## config.mk

```make
export PLATFORM = sky130hd
export DESIGN_NAME = msr_muting_supervisor
export DESIGN_NICKNAME = d
export VERILOG_FILES = /design/src/msr_pkg.sv /design/src/msr_muting_supervisor.sv
export SDC_FILE = /design/constraint.sdc
export NUM_CORES = 1
export LEC_CHECK = 0
export BUFFER_PORTS_ARGS = -buffer_cell sky130_fd_sc_hd__buf_2
export CAP_MARGIN = 25
export CORE_MARGIN = 2
export CORE_UTILIZATION = 30
export DETAILED_ROUTE_END_ITERATION = 7
export GPL_TIMING_DRIVEN = 0
export SYNTH_ARGS = -nofsm -noshare
export SYNTH_HDL_FRONTEND = slang
export SYNTH_SLANG_ARGS = --single-unit
```

## constraint.sdc

```tcl
create_clock -name i_sys_clk -period 6.3 [get_ports i_sys_clk]
set_input_delay 0.315 -clock i_sys_clk [delete_from_list [all_inputs] [get_ports i_sys_clk]]
set_output_delay 0.315 -clock i_sys_clk [all_outputs]
set_load 0.01 [all_outputs]
```

## src/msr_pkg.sv

```systemverilog
// Constants and types for the muting supervisor
package msr_pkg;
  // Default timing figures, in milliseconds
  localparam int unsigned SYS_CLK_HZ        = 40_000_000;
  localparam int unsigned SIMUL_TIME_MS     = 3000;
  localparam int unsigned TOTAL_MUTE_MS     = 60000;
  localparam int unsigned OVERRIDE_MAX_MS   = 60000;
  localparam int unsigned GAP_TIME_MS       = 100;
  localparam int unsigned MS_PER_S          = 1000;
  // Cycle counts, exact products of time and clocks per millisecond
  localparam int unsigned SIMUL_CYC =
    SIMUL_TIME_MS * (SYS_CLK_HZ / MS_PER_S);
  localparam int unsigned TOTAL_CYC =
    TOTAL_MUTE_MS * (SYS_CLK_HZ / MS_PER_S);
  localparam int unsigned OVR_CYC   =
    OVERRIDE_MAX_MS * (SYS_CLK_HZ / MS_PER_S);
  localparam int unsigned GAP_CYC   =
    GAP_TIME_MS * (SYS_CLK_HZ / MS_PER_S);
  localparam int unsigned CNT_W     = 32;

  // Error cause bit positions
  localparam int unsigned ERR_SIMUL = 0;
  localparam int unsigned ERR_TOTAL = 1;
  localparam int unsigned ERR_DIR   = 2;
  localparam int unsigned ERR_SEQ   = 3;
  localparam int unsigned ERR_GAP   = 4;
  localparam int unsigned ERR_W     = 5;

  typedef enum logic [3:0] {
    MSR_STOP,
    MSR_IDLE,
    MSR_BLOCKED,
    MSR_CLEAR_WAIT,
    MSR_OVR_REQ,
    MSR_OVR_ACTIVE,
    MSR_FIRST_PAIR,
    MSR_ALL_FOUR,
    MSR_SECOND_PAIR,
    MSR_ERROR
  } msr_state_e;
endpackage : msr_pkg
```

## src/msr_muting_supervisor.sv

```systemverilog
// Four-sensor time-controlled muting supervisor with start-up handling
// Behaviour
// Start with guard free, sensors idle: normal muting on correct sequence.
// Start with guard free, sensors active: sensors must clear before guard drops.
// Same start, guard dropped: override needed before sensors all clear.
// Start with guard blocked, sensors idle: muting blocked until guard free.
// Start blocked, sensors active: require override, else override-time error.
// Muting error on simultaneity, total time, direction, sequence, gap faults.
// Error clears only after one complete valid muting or override cycle; the code also clears it whenever i_run is low.
// Clearing drops muting error only when no other error pending.
// Muting error forces release low and error flag high.
// Bypass starts once both first-pair sensors are active.
// Bypass ends when the second pair becomes free.
// Muting error output high whenever any muting error exists.
// Release high without error on muting, override or free guard.
// Status high during error-free muting or override, else low.
// All inputs sampled once per cycle; machine evaluated synchronously.
// Stop-to-run edge resets; initial state chosen from first run sample.
`timescale 1ns/100ps
module msr_muting_supervisor
  import msr_pkg::*;
#(
  parameter int unsigned SIMUL_LIM = SIMUL_CYC,
  parameter int unsigned TOTAL_LIM = TOTAL_CYC,
  parameter int unsigned OVR_LIM   = OVR_CYC,
  parameter int unsigned GAP_LIM   = GAP_CYC
)(
  input  wire logic i_sys_clk,
  input  wire logic i_rst_n,
  input  wire logic i_ce,
  input  wire logic i_run,
  input  wire logic i_first_pair_sensor_one,
  input  wire logic i_first_pair_sensor_two,
  input  wire logic i_second_pair_sensor_one,
  input  wire logic i_second_pair_sensor_two,
  input  wire logic i_guard_free,
  input  wire logic i_override,
  input  wire logic i_override_enable,
  input  wire logic i_other_error,
  output logic      o_bypass,
  output logic      o_release,
  output logic      o_mute_status,
  output logic      o_mute_error,
  output logic      o_error_flag,
  output logic      o_override_required
);

  msr_state_e        state_r, state_nxt;
  logic [CNT_W-1:0]  tmr_r, tmr_nxt;
  logic [CNT_W-1:0]  gap_r, gap_nxt;
  logic              err_r, err_nxt;
  logic              clr_ok_r, clr_ok_nxt;
  logic              bypass_nxt, release_nxt, status_nxt, ovr_req_nxt;

  logic a1, a2, b1, b2, pa, pb, any_s, all_s, part_a, part_b;
  assign a1     = i_first_pair_sensor_one;
  assign a2     = i_first_pair_sensor_two;
  assign b1     = i_second_pair_sensor_one;
  assign b2     = i_second_pair_sensor_two;
  assign pa     = a1 & a2;
  assign pb     = b1 & b2;
  assign any_s  = a1 | a2 | b1 | b2;
  assign all_s  = pa & pb;
  assign part_a = a1 ^ a2;
  assign part_b = b1 ^ b2;

  logic [ERR_W-1:0] fault;

  always_comb
  begin
    state_nxt   = state_r;
    tmr_nxt     = tmr_r + 1'b1;
    gap_nxt     = '0;
    err_nxt     = err_r;
    clr_ok_nxt  = clr_ok_r;
    fault       = '0;
    case (state_r)
      MSR_STOP:
      begin
        tmr_nxt = '0;
        // choose start state
        if (i_run)
        begin
          // guard free, idle sensors
          if (i_guard_free && !any_s)
            state_nxt = MSR_IDLE;
          // sensors must clear first
          else if (i_guard_free)
            state_nxt = MSR_CLEAR_WAIT;
          // block until guard free
          else if (!any_s)
            state_nxt = MSR_BLOCKED;
          // override needed
          else
            state_nxt = MSR_OVR_REQ;
        end
      end
      MSR_BLOCKED:
        if (i_guard_free)
          state_nxt = MSR_IDLE;
      MSR_CLEAR_WAIT:
      begin
        if (!any_s)
          state_nxt = i_guard_free ? MSR_IDLE : MSR_BLOCKED;
        // guard dropped, override path
        else if (!i_guard_free)
          state_nxt = MSR_OVR_REQ;
      end
      MSR_OVR_REQ:
      begin
        if (!any_s)
          state_nxt = i_guard_free ? MSR_IDLE : MSR_BLOCKED;
        else if (i_override && i_override_enable)
        begin
          state_nxt = MSR_OVR_ACTIVE;
          tmr_nxt   = '0;
        end
      end
      MSR_OVR_ACTIVE:
      begin
        // override time exceeded
        if (tmr_r >= CNT_W'(OVR_LIM))
        begin
          fault[ERR_TOTAL] = 1'b1;
        end
        else if (!any_s)
        begin
          // override cycle complete
          clr_ok_nxt = 1'b1;
          state_nxt  = MSR_IDLE;
        end
        else if (!i_override)
          state_nxt = MSR_OVR_REQ;
      end
      MSR_IDLE:
      begin
        tmr_nxt = '0;
        if (!any_s && i_guard_free)
          clr_ok_nxt = 1'b1;
        // first pair starts bypass
        if (pa && !b1 && !b2)
          state_nxt = MSR_FIRST_PAIR;
        else if (part_a && (b1 | b2))
          fault[ERR_DIR] = 1'b1;
        else if (pb && !a1 && !a2)
          fault[ERR_DIR] = 1'b1;
        else if (part_a || part_b)
        begin
          tmr_nxt = tmr_r + 1'b1;
          if (tmr_r >= CNT_W'(SIMUL_LIM))
            fault[ERR_SIMUL] = 1'b1;
        end
      end
      MSR_FIRST_PAIR:
      begin
        if (all_s)
          state_nxt = MSR_ALL_FOUR;
        else if (!pa)
        begin
          gap_nxt = gap_r + 1'b1;
          if (gap_r >= CNT_W'(GAP_LIM))
            fault[ERR_GAP] = 1'b1;
        end
        if (tmr_r >= CNT_W'(TOTAL_LIM))
          fault[ERR_TOTAL] = 1'b1;
      end
      MSR_ALL_FOUR:
      begin
        if (!pa && pb)
          state_nxt = MSR_SECOND_PAIR;
        else if (!pb)
          fault[ERR_SEQ] = 1'b1;
        if (tmr_r >= CNT_W'(TOTAL_LIM))
          fault[ERR_TOTAL] = 1'b1;
      end
      MSR_SECOND_PAIR:
      begin
        // second pair free ends bypass
        if (!any_s)
        begin
          state_nxt = MSR_IDLE;
          // valid cycle after clean start
          // other error keeps it pending
          if (clr_ok_r && !i_other_error)
            err_nxt = 1'b0;
          clr_ok_nxt = 1'b0;
        end
        else if (a1 | a2)
          fault[ERR_SEQ] = 1'b1;
        else if (!pb)
        begin
          gap_nxt = gap_r + 1'b1;
          if (gap_r >= CNT_W'(GAP_LIM))
            fault[ERR_GAP] = 1'b1;
        end
        if (tmr_r >= CNT_W'(TOTAL_LIM))
          fault[ERR_TOTAL] = 1'b1;
      end
      MSR_ERROR:
      begin
        tmr_nxt = '0;
        if (!any_s && i_guard_free)
        begin
          clr_ok_nxt = 1'b1;
          state_nxt  = MSR_IDLE;
        end
        else if (any_s && i_override && i_override_enable)
          state_nxt = MSR_OVR_ACTIVE;
      end
      default:
        state_nxt = MSR_STOP;
    endcase
    // override completion clears error
    // only without other pending error
    if (state_r == MSR_OVR_ACTIVE && state_nxt == MSR_IDLE &&
        !i_other_error)
      err_nxt = 1'b0;
    // any fault latches error
    if (|fault)
    begin
      err_nxt    = 1'b1;
      clr_ok_nxt = 1'b0;
      state_nxt  = MSR_ERROR;
    end
    if (!i_run)
    begin
      state_nxt = MSR_STOP;
      err_nxt   = 1'b0;
    end
    bypass_nxt  = (state_nxt == MSR_FIRST_PAIR) ||
                  (state_nxt == MSR_ALL_FOUR) ||
                  (state_nxt == MSR_SECOND_PAIR) ||
                  (state_nxt == MSR_OVR_ACTIVE);
    ovr_req_nxt = (state_nxt == MSR_OVR_REQ) ||
                  (state_nxt == MSR_ERROR && any_s);
    // status only without error
    status_nxt  = bypass_nxt && !err_nxt;
    // error forces release low
    // release on muting or free guard
    release_nxt = !(err_nxt || i_other_error) && (state_nxt != MSR_STOP) &&
                  (bypass_nxt || i_guard_free);
  end

  // synchronous evaluation on each cycle with i_ce high
  always_ff @(posedge i_sys_clk)
  begin
    if (!i_rst_n)
    begin
      state_r             <= MSR_STOP;
      tmr_r               <= '0;
      gap_r               <= '0;
      err_r               <= 1'b0;
      clr_ok_r            <= 1'b0;
      o_bypass            <= 1'b0;
      o_release           <= 1'b0;
      o_mute_status       <= 1'b0;
      o_mute_error        <= 1'b0;
      o_error_flag        <= 1'b0;
      o_override_required <= 1'b0;
    end
    else if (i_ce)
    begin
      state_r             <= state_nxt;
      tmr_r               <= tmr_nxt;
      gap_r               <= gap_nxt;
      err_r               <= err_nxt;
      clr_ok_r            <= clr_ok_nxt;
      o_bypass            <= bypass_nxt;
      o_release           <= release_nxt;
      o_mute_status       <= status_nxt;
      // error output mirrors latch
      o_mute_error        <= err_nxt;
      // error flag follows error
      o_error_flag        <= err_nxt;
      o_override_required <= ovr_req_nxt;
    end
  end

endmodule : msr_muting_supervisor

```

Yosys cells after proc, flatten, opt, wreduce, memory -nomap -nowiden
Index checks and enable logic that the tools add are counted.
{"block": "classes", "addsub": 2, "magnitude_cmp": 3, "eq_ne": 20, "muxes": 70, "bitwise_logic": 9, "reduce_logical": 41}
{"op": "32-bit two-way mux", "count": 11}
{"op": "32-bit case mux with 3 select lines", "count": 1}
{"op": "4-bit two-way mux", "count": 17}
{"op": "32-bit by 1-bit adder with 32-bit output (second input constant)", "count": 2}
{"op": "32-bit case mux with 2 select lines", "count": 1}
{"op": "4-bit case mux with 10 select lines", "count": 1}
{"op": "4-bit by 3-bit == test with 1-bit output (second input constant)", "count": 8}
{"op": "32-bit by 22-bit >= comparator with 1-bit output (second input constant)", "count": 1}
{"op": "32-bit by 27-bit >= comparator with 1-bit output (second input constant)", "count": 1}
{"op": "32-bit >= comparator (second input constant)", "count": 1}
{"op": "1-bit two-way mux", "count": 31}
{"op": "1-bit logical AND", "count": 17}
{"op": "4-bit == test (second input constant)", "count": 4}
{"op": "1-bit zero test", "count": 9}
{"op": "3-bit two-way mux", "count": 3}
{"op": "4-bit by 1-bit == test with 1-bit output (second input constant)", "count": 2}
{"op": "4-bit by 2-bit == test with 1-bit output (second input constant)", "count": 2}
{"op": "4-bit nonzero test", "count": 2}
{"op": "1-bit logical OR", "count": 7}
{"op": "3-bit by 2-bit inequality test with 1-bit output (second input constant)", "count": 2}
{"op": "6-bit AND reduction", "count": 1}
{"op": "5-bit OR reduction", "count": 1}
{"op": "4-bit zero test", "count": 1}
{"op": "2-bit two-way mux", "count": 2}
{"op": "other kinds (9)", "count": 17}
{"block": "word_totals", "regBits": 74, "input_bits": 12, "out_inout_bits": 6, "word_cells": 154}

Longest topological paths before layout
Gate-level depths: netlist (run 1).
{"block": "logic_depth", "depth_word": 18, "mapped_depth": 14, "depth_no_buf": 12}

Least setup slack after synthesis (run 1)
Ideal clock, no wire load.
{"block": "synth_path", "kind": "input to register", "startpoint": "input port i_first_pair_sensor_one", "endpoint": "register o_bypass", "setup_ps": 101, "arrival_time_ps": 2482, "required_ps": 6199, "setup_slack_ps": 3717, "path_stages": 12, "path_buffers": 1, "cell_sequence": "inv_1 -> ha_1 -> or3b_1 -> clkbuf_1 -> ha_1 -> and3b_1 -> a311oi_1 -> nor3_1 -> nor3_1 -> a21o_1 -> nand2_1 -> o41ai_1"}
{"block": "synth_via", "elab_chain_cells": 14, "elab_cells_between_ends": 61, "classes_between": "eq/ne (4); mux (34); bitwise (6); reduce/logical (17)"}
{"element": "start, declared", "line_no": "msr_muting_supervisor.sv:32", "source": "input wire logic i_first_pair_sensor_one,"}
{"element": "1-bit OR (tied with other cells)", "line_no": "msr_muting_supervisor.sv:62, msr_muting_supervisor.sv:188"}
{"element": "1-bit OR (tied with other cells) (2 in series)", "line_no": "msr_muting_supervisor.sv:62", "source": "assign any_s = a1 | a2 | b1 | b2;"}
{"element": "3-bit two-way mux (tied with other cells)", "line_no": "msr_muting_supervisor.sv:91", "source": "else if (!any_s)"}
{"element": "3-bit two-way mux (tied with other cells)", "line_no": "msr_muting_supervisor.sv:88", "source": "else if (i_guard_free)"}
{"element": "3-bit two-way mux (tied with other cells)", "line_no": "msr_muting_supervisor.sv:85", "source": "if (i_guard_free && !any_s)"}
{"element": "4-bit two-way mux (tied with other cells)", "line_no": "msr_muting_supervisor.sv:82", "source": "if (i_run)"}
{"element": "4-bit case mux with 10 select lines / 5-bit OR reduction (equally long branches)", "line_no": "msr_muting_supervisor.sv:77, msr_muting_supervisor.sv:219"}
{"element": "4-bit two-way mux *", "line_no": "msr_muting_supervisor.sv:219", "source": "if (|fault)"}
{"element": "4-bit two-way mux *", "line_no": "msr_muting_supervisor.sv:225", "source": "if (!i_run)"}
{"element": "4-bit by 3-bit == test with 1-bit output, on equally long branches", "line_no": "msr_muting_supervisor.sv:230, msr_muting_supervisor.sv:231"}
{"element": "1-bit logical OR", "line_no": "msr_muting_supervisor.sv:230", "source": "bypass_nxt = (state_nxt == MSR_FIRST_PAIR) ||"}
{"element": "1-bit logical OR", "line_no": "msr_muting_supervisor.sv:231", "source": "(state_nxt == MSR_ALL_FOUR) ||"}
{"element": "1-bit logical OR *", "line_no": "msr_muting_supervisor.sv:232", "source": "(state_nxt == MSR_SECOND_PAIR) ||"}
{"element": "end signal, assigned", "line_no": "msr_muting_supervisor.sv:268", "source": "o_bypass <= bypass_nxt;"}
{"element": "end, declared", "line_no": "msr_muting_supervisor.sv:40", "source": "output logic o_bypass,"}
Every way passes the cells marked *; elsewhere a longest branch is shown, timed or not.
A chain may end at the register's enable or synchronous reset.

Final worst setup path (run 1)
{"block": "layout_path", "startpoint": "input port i_first_pair_sensor_one", "endpoint": "register o_release"}
{"block": "layout_via", "elab_chain_cells": 18, "elab_cells_between_ends": 75, "classes_between": "eq/ne (5); mux (39); bitwise (6); reduce/logical (25)"}
{"element": "1-bit OR", "line_no": "msr_muting_supervisor.sv:62, msr_muting_supervisor.sv:188"}
{"element": "1-bit OR (2 in series)", "line_no": "msr_muting_supervisor.sv:62"}
{"element": "3-bit two-way mux (tied with other cells)", "line_no": "msr_muting_supervisor.sv:91"}
{"element": "3-bit two-way mux (tied with other cells)", "line_no": "msr_muting_supervisor.sv:88"}
{"element": "3-bit two-way mux / 4-bit two-way mux (equally long branches)", "line_no": "msr_muting_supervisor.sv:85, msr_muting_supervisor.sv:207"}
{"element": "4-bit two-way mux, on equally long branches", "line_no": "msr_muting_supervisor.sv:82, msr_muting_supervisor.sv:202"}
{"element": "4-bit case mux with 10 select lines", "line_no": "msr_muting_supervisor.sv:77", "source": "case (state_r)"}
{"element": "4-bit by 1-bit == test with 1-bit output", "line_no": "msr_muting_supervisor.sv:215", "source": "if (state_r == MSR_OVR_ACTIVE && state_nxt == MSR_IDLE &&"}
{"element": "1-bit logical AND (2 in series)", "line_no": "msr_muting_supervisor.sv:215"}
{"element": "1-bit two-way mux", "line_no": "msr_muting_supervisor.sv:215"}
{"element": "1-bit two-way mux", "line_no": "msr_muting_supervisor.sv:219"}
{"element": "1-bit two-way mux", "line_no": "msr_muting_supervisor.sv:225"}
{"element": "1-bit logical OR", "line_no": "msr_muting_supervisor.sv:240", "source": "release_nxt = !(err_nxt || i_other_error) && (state_nxt != MSR_STOP) &&"}
{"element": "1-bit zero test", "line_no": "msr_muting_supervisor.sv:240"}
{"element": "1-bit logical AND", "line_no": "msr_muting_supervisor.sv:240"}
{"element": "1-bit logical AND *", "line_no": "msr_muting_supervisor.sv:240"}
{"element": "end signal, assigned", "line_no": "msr_muting_supervisor.sv:269", "source": "o_release <= release_nxt;"}
{"element": "end, declared", "line_no": "msr_muting_supervisor.sv:41", "source": "output logic o_release,"}
Marked as above.

==> results of run 1 <==
## cell families (layout without fill, tap and decap cells)
family	Yosys count	after routing
buffers and inverters	56	87
AOI/OAI and AO/OA	96	96
DFF	74	74
xor gates and xnor gates	47	47
and+or+nand+nor	258	258
adders and majority gates	11	11
## area by class of cell
class,instances,share of cell area
buffer,29,0.0296
timing repair buffer,16,0.0163
clock buffer,9,0.0459
clock inverter,6,0.0168
multi-input combinational,412,0.523
tap,180,0.0459
sequential,74,0.302
inverter,27,0.0206
## stage by stage
stage	worst slack, ns	std cells	instance area, sq um	hold slack [ns]	total power [uW]
2_1_floorplan	3.72	542	4300	0.419	528
3_3_place_gp	3.13	738	4600	0.449	549
3_5_place_dp	3.09	738	4600	0.450	550
4_1_cts	3.44	753	4910	0.191	1090
5_1_grt	3.22	753	4910	0.212	1120
6_report	3.43	753	4910	0.199	1080
## layer usage
layer  global-route usage  part of all wire  up-vias
met3               0.0298             0.044       17
met4               0.0632             0.021        0
met2                0.229              0.45       89
met1                0.184              0.49     1864
li1                     -                 -     1962
met5                    0                 0        -
## sequential cells by signal, indices dropped and copies added, names as in the netlist
register             count
tmr_r                   32
o_release                1
state_r                  4
clr_ok_r                 1
o_mute_status            1
o_override_required      1
gap_r                   32
o_bypass                 1
err_r                    1
## where the power goes
part | switching [uW] | internal [uW]
clock network | 198 | 342
logic | 43.0 | 23.9
registers | 2.20 | 471
total | 244 | 837
## worst min-delay path by stage
stage,depth (start not counted),slack (ns),endpoint
after floorplan,1,0.42,o_release$_SDFFE_PN0P_
after global placement,2,0.45,o_release$_SDFFE_PN0P_
after detailed placement,2,0.45,o_release$_SDFFE_PN0P_
after CTS,2,0.19,o_release$_SDFFE_PN0P_
after global routing,2,0.21,o_release$_SDFFE_PN0P_
final,2,0.20,o_release$_SDFFE_PN0P_
## critical path, stage by stage
cell,delay (ns)
buf_2,0.12
inv_1,0.07
ha_1,0.16
or3b_1,0.34
clkbuf_1,0.21
ha_1,0.31
and3b_1,0.16
a311oi_1,0.26
nor3_1,0.09
nor3_1,0.45
a21o_1,0.20
a41oi_1,0.12
o41ai_1,0.28
## cells in the final DEF (no fill, tap or decap), types with 4 or more instances in the layout
cell type / count
a21boi_0: 10
a21oi_1: 11
and2_1: 9
and3_1: 11
and4_1: 5
buf_2: 19
clkbuf_1: 18
clkbuf_16: 9
dfxtp_1: 74
ha_1: 11
inv_1: 27
nand2_1: 39
nand3_1: 30
nand4_1: 21
nor2_1: 78
nor2b_1: 15
nor3_1: 15
nor4_1: 6
o211ai_1: 6
o21a_1: 8
o21ai_0: 19
o31ai_1: 4
or4_1: 4
xnor2_1: 19
xor2_1: 28
==> metrics.md, run 1 <==
| Metric | Value |
|---|---|
| Status | complete, no violations |
| Adder-Cell Fraction of Synth Area | 0.0320 |
| Hold Buf Count CTS | 0 |
| Vias | 3,932 |
| Hold Fails Final Rpt | 0 |
| Yosys top cell area share | 0.345 |
| Asr flop ratio synth | 0 |
| Fill cells | 1,400 |
| Synth Area per Inst | approximately 8 sq um |
| Worst setup path category | input port to flip-flop |
| Initial core utilization | 0.308 |
| Fin util | 0.352 |
| Clock tree from TritonCTS | built |
| First-pass GRT wire length | 17,400 um |
| Reg area | 0.00148 sq mm |
| I/O Buffers | 16 |
| Number of synthesized flops with an enable pin | 0 |
| Synth Flop Type | dfxtp_1 |
| Peak VDD IR | 0.000135 V |
| Startpoint Class | input port |
| Post-Synth XOR/XNOR Area | 0.0958 |
| Area Growth Syn to Fin | 14.3% |
| Multi-input gate area | 0.00257 sq mm |
| Ant. Diodes | 0 |
| Clk_skew | 0.00558 ns |
| Slew @ Worst Pin | 0.844 ns |
| Largest net degree at the start of global routing | 13 |
| Gr usage total | 0.143 |
| Post-route ant nets | 0 |
| Compound-Gate Fraction of Synth Area | 0.158 |
| Count of cell types in the netlist | 64 |
| Largest family of logic cells by synthesized area | simple AND/OR/NAND/NOR gates |
| Max-Cap Viols | 0 |
| Clk slew on worst S/H paths | 0.06 ns |
| Mux cell area share after synthesis | 0 |
| Fin Setup TNS | 0 ns |
| Commonest cells post-synth | nor2_1 (78), dfxtp_1 (74), nand2_1 (39) |
| Power per cell area | 220 mW/mm^2 |
| Total iterations of the first detailed-routing run | 4 |
| Reg2reg end | gap_r[13]$_SDFFE_PN0P_ |
| Postcts setup bufs | 0 |
| Post-synthesis sequential area ratio | 0.345 |
| Slew Limit Fails | 0 |
| Synth area leaders | dfxtp_1 (34%), nor2_1 (6.8%), xor2_1 (5.7%) |
| R2r setup slk | 3.62 ns |
| DIE AREA | 0.0153 sq mm |
| Ys Warns | 0 |
| Post-synthesis instance area | 0.00430 sq mm |
| Core footprint | 0.0139 sq mm |
| Crit path DAT | ~3.1 ns |
| Worst skew pair latency | 0.34 ns |
| Final setup violation count | 0 |
| Slew HR | 0.435 |
| Period utilization | 0.455 |
| Vias in the first global route | 3,789 |
| Cells after Synth | 542 |
| Resized Gates After CTS | 0 |
| RSZ-0062 raised after global routing | false |
| Row cnt | 43 |
| Die Y | approximately 120 um |
| Detailed Route WL | a little over 10,000 um |
| Avg Vias per Cell | 5.22 |
| Period minus WS final | 2.87 ns |
| CP Data Required Time | 6.53 ns |
| Critical path endpoint | o_release$_SDFFE_PN0P_ |
| Wire per inst | between 10 and 15 um |
| #FFs+latches synth | 74 |
| H-tree lvl count | 3 |
| Fmax | 0.349 GHz |
| Iter 0 DRT Violations | 374 |
| R2R cell count | 7 |
| Root Buffer | clkbuf_16 |
| Total gr overflow | 0 |
| Worst hold path class | input port to flip-flop |
| Synth Area in Simple Gates | 0.312 |
| Worst r2r src | state_r[0]$_SDFFE_PN0P_ |
| HP Start | i_other_error |
| Sink Count | 74 |
| # DRC | 0 |
| Largest area contributor in the netlist | dfxtp_1 |
| Num ports | 18 |
| DP Wirelength | 7280 um |
| Mapped Nets | 565 |
| Final Net Count | 592 |
| Share of layout cells above drive strength 1 | 0.0890 |
| RD Place Congestion | 0.876 |
| Chip Width | 124 um |
| Critical path peak fanout | 7 |
| Worst Setup SP | i_first_pair_sensor_one |
| Num CTS Buffers | 9 |
| Initial antenna violation count | 0 |
| Crit end category | flip-flop |
| Clock Tree Buf Depth | 2 |
| Lkg Pwr | 0.00172 uW |
| Count leader, synth | nor2_1 |
Note: power is estimated with default switching activity, not from simulation.
==> inputs of run 2 (changes only) <==
--- a/config.mk
+++ b/config.mk
@@ -5,6 +5,7 @@
 export SDC_FILE = /design/constraint.sdc
 export NUM_CORES = 1
 export LEC_CHECK = 0
+export ABC_AREA = 1
 export BUFFER_PORTS_ARGS = -buffer_cell sky130_fd_sc_hd__buf_2
 export CAP_MARGIN = 25
 export CORE_MARGIN = 2
==> constraint.sdc (replaced) <==
create_clock -name i_sys_clk -period 2.5 [get_ports i_sys_clk]
set_input_delay 0.125 -clock i_sys_clk [delete_from_list [all_inputs] [get_ports i_sys_clk]]
set_output_delay 0.125 -clock i_sys_clk [all_outputs]
set_load 0.01 [all_outputs]
==> metrics.md, run 2 <==
| Metric | Value |
|---|---|
| Status | complete, no violations |
| Wire per inst | 12.6 um |
| Root Buffer | clkbuf_16 |
| Avg Vias per Cell | 4.85 |
| Hold Fails Final Rpt | 0 |
| Crit path DAT | 2.47 ns |
| Worst setup path category | flip-flop to flip-flop |
| Final Net Count | 776 |
| Lkg Pwr | 0.00203 uW |
| #FFs+latches synth | 74 |
| Peak VDD IR | 0.000331 V |
| Die Y | 127 um |
| Iter 0 DRT Violations | 325 |
| Fin util | 0.349 |
| Initial core utilization | 0.304 |
| Period minus WS final | 2.27 ns |
| Slew @ Worst Pin | 0.657 ns |
| Worst skew pair latency | between 0.3 and 0.4 ns |
| Gr usage total | 0.153 |
| Critical path peak fanout | 6 |
| Detailed Route WL | 11,900 um |
| Total iterations of the first detailed-routing run | 5 |
| M1 WL | 5990 um |
| First-pass GRT wire length | 20,100 um |
| Clock Tree Buf Depth | 2 |
| Commonest cells post-synth | nand2_1 (166), nor2_1 (113), inv_1 (89) |
| Yosys top cell area share | 0.324 |
| Slew Limit Fails | 0 |
| Hold Path Depth | 3 |
| Max Used Layer | met4 |
| Reg2reg end | o_release$_SDFFE_PN0P_ |
| Hold Slack | 0.152 ns |
| RSZ-0062 raised after global routing | false |
| Power per cell area | 559 mW/mm^2 |
| Chip Width | 127 um |
| Area Growth Syn to Fin | 14.7% |
| Count leader, synth | nand2_1 |
| HP Start | i_run |
| Post-synthesis instance area | 0.00457 sq mm |
| Hold Buf Count CTS | 0 |
| Mapped Nets | about 750 |
| Startpoint Class | flip-flop |
| I/O Buffers | 17 |
| Max-Cap Viols | 0 |
| DP Wirelength | between 9000 and 10,000 um |
| R2r setup slk | 0.23 ns |
| Biggest regs | gap_r: 32 flops, tmr_r: 32 flops, state_r: 4 flops |
| Crit end category | flip-flop |
| Row cnt | 45 |
| Asr flop ratio synth | 0 |
| Core footprint | about 0.015 sq mm |
| Most frequent cells in the layout | nand2_1 (166), nor2_1 (111), inv_1 (89), dfxtp_1 (74), a21oi_1 (49) |
| Clk_skew | 0.00681 ns |
| Worst r2r src | tmr_r[13]$_SDFFE_PN0P_ |
| Post-route ant nets | 0 |
| Clk slew on worst S/H paths | ~0.06 ns |
| Fin Setup TNS | 0 ns |
| Number of synthesized flops with an enable pin | 0 |
| Slew HR | 0.562 |
| Num ports | 18 |
| Fmax | 0.441 GHz |
| Vias in the first global route | 4,250 |
| Initial antenna violation count | 0 |
| Largest net degree at the start of global routing | 13 |
| Clock tree from TritonCTS | built |
| Worst hold path class | input port to flip-flop |
| Num CTS Buffers | 9 |
| H-tree lvl count | 3 |
| Synth area leaders | dfxtp_1 (32%), nand2_1 (14%), nor2_1 (9.3%) |
| Met2 WL post-DR | 5230 um |
| Most common cell after layout, fill and taps aside | nand2_1 |
| Ant. Diodes | 0 |
| Total gr overflow | 0 |
| Final setup violation count | 0 |
| Ys Warns | 0 |
| Count of cell types in the netlist | 42 |
| Synth Flop Type | dfxtp_1 |
| Vias | 4,585 |
| # DRC | 0 |
| Period utilization | 0.907 |
| DIE AREA | ~0.016 sq mm |
| Synth Area per Inst | 6.31 sq um |
| Hold EP | state_r[0]$_SDFFE_PN0P_ |
| Share of layout cells above drive strength 1 | 0.100 |
| Post-synthesis sequential area ratio | 0.324 |
| Sink Count | 74 |
| CP Data Required Time | 2.70 ns |
| Largest area contributor in the netlist | dfxtp_1 |
| RD Place Congestion | 0.888 |
| Postcts setup bufs | 0 |
| R2R cell count | 14 |
| Cells after Synth | 725 |
| Routed wl met3 | approximately 470 um |
run 2: cell types whose count changed after synthesis, moves of 12 or more:
cell,before,now
nand3_1,30,46
o21ai_0,19,31
inv_1,27,89
nor2_1,78,113
a21oi_1,11,49
nor2b_1,15,0
xnor2_1,19,3
xor2_1,28,5
nand2_1,39,166
run 2: repair_timing:
| action | CTS | global route |
|---|---|---|
| resized for setup | 0 | 3 |
| endpoints found under the setup margin | 0 | 4 |
| endpoints found under the hold margin | 0 | 0 |
run 2: area by class of cell:
class / count / area [sq um]
flip-flops and latches: 74 / 1480
repair buffers: 17 / 85.1
fillers: 1657 / 9790
well taps: 188 / 235
clock inverters: 4 / 72.6
inverters: 100 / 375
multi-input cells: 536 / 2660
clock buffers: 12 / 267
plain buffers: 15 / 65.1
run 2: kinds of logic (layout without fill, tap and decap cells):
logic type,Yosys count,in the layout,share of synthesized area
compound gates,115,115,0.144
fa+ha+maj,11,11,0.0301
xor+xnor,8,8,0.0153
simple gates,402,402,0.390
flops,74,74,0.324
buf+inv,115,148,0.0963
run 2: worst max-delay path by stage:
stage	end	from	slack (ns)	depth (start not counted)
after floorplan	tmr_r[22]$_SDFFE_PN0P_	tmr_r[0]$_SDFFE_PN0P_	0.67	12
after global placement	o_release$_SDFFE_PN0P_	i_first_pair_sensor_one	0.21	18
after detailed placement	o_release$_SDFFE_PN0P_	i_first_pair_sensor_one	0.21	18
after CTS	tmr_r[25]$_SDFFE_PN0P_	state_r[0]$_SDFFE_PN0P_	0.27	11
after global routing	tmr_r[22]$_SDFFE_PN0P_	tmr_r[0]$_SDFFE_PN0P_	0.03	12
final	o_release$_SDFFE_PN0P_	tmr_r[13]$_SDFFE_PN0P_	0.23	14
run 2: report_power, final:
group	switching, uW	total (uW)	leakage, uW	internal, uW
combinational	186	268	0.00126	82.1
clock	496	1450	0.000165	953
sequential	17.4	1210	0.000598	1190
total	700	2930	0.00203	2230
run 2: per-layer routing:
layer | GRT usage | up-vias
li1 | - | 2428
met5 | 0 | -
met2 | 0.237 | 77
met3 | 0.0494 | 18
met4 | 0.0388 | 0
met1 | 0.207 | 2062
run 2: worst max-delay path, cell delays in order, from the launching register on:
cell and delay (ns):
dfxtp_1 0.34, nor3_1 0.33, nand2_1 0.08, nor2_1 0.11, nor2_1 0.06, nor2_1 0.25, nor2_2 0.08, nor2_4 0.18
nand2_1 0.07, nand2_1 0.13, nand3_1 0.19, nand2_1 0.11, nand2_1 0.05, nand2_1 0.08, a21oi_2 0.06
run 2: stage by stage:
| step | instances | total power [uW] | setup WS (ns) | cell area [sq um] |
|---|---|---|---|---|
| detailed placement | 930 | 1500 | 0.211 | 4890 |
| global route | 946 | 3050 | 0.0334 | 5240 |
| global placement | 930 | 1500 | 0.214 | 4890 |
| finish | 946 | 2930 | 0.233 | 5240 |
| floorplan | 725 | 1410 | 0.668 | 4570 |
| CTS | 946 | 2970 | 0.267 | 5230 |
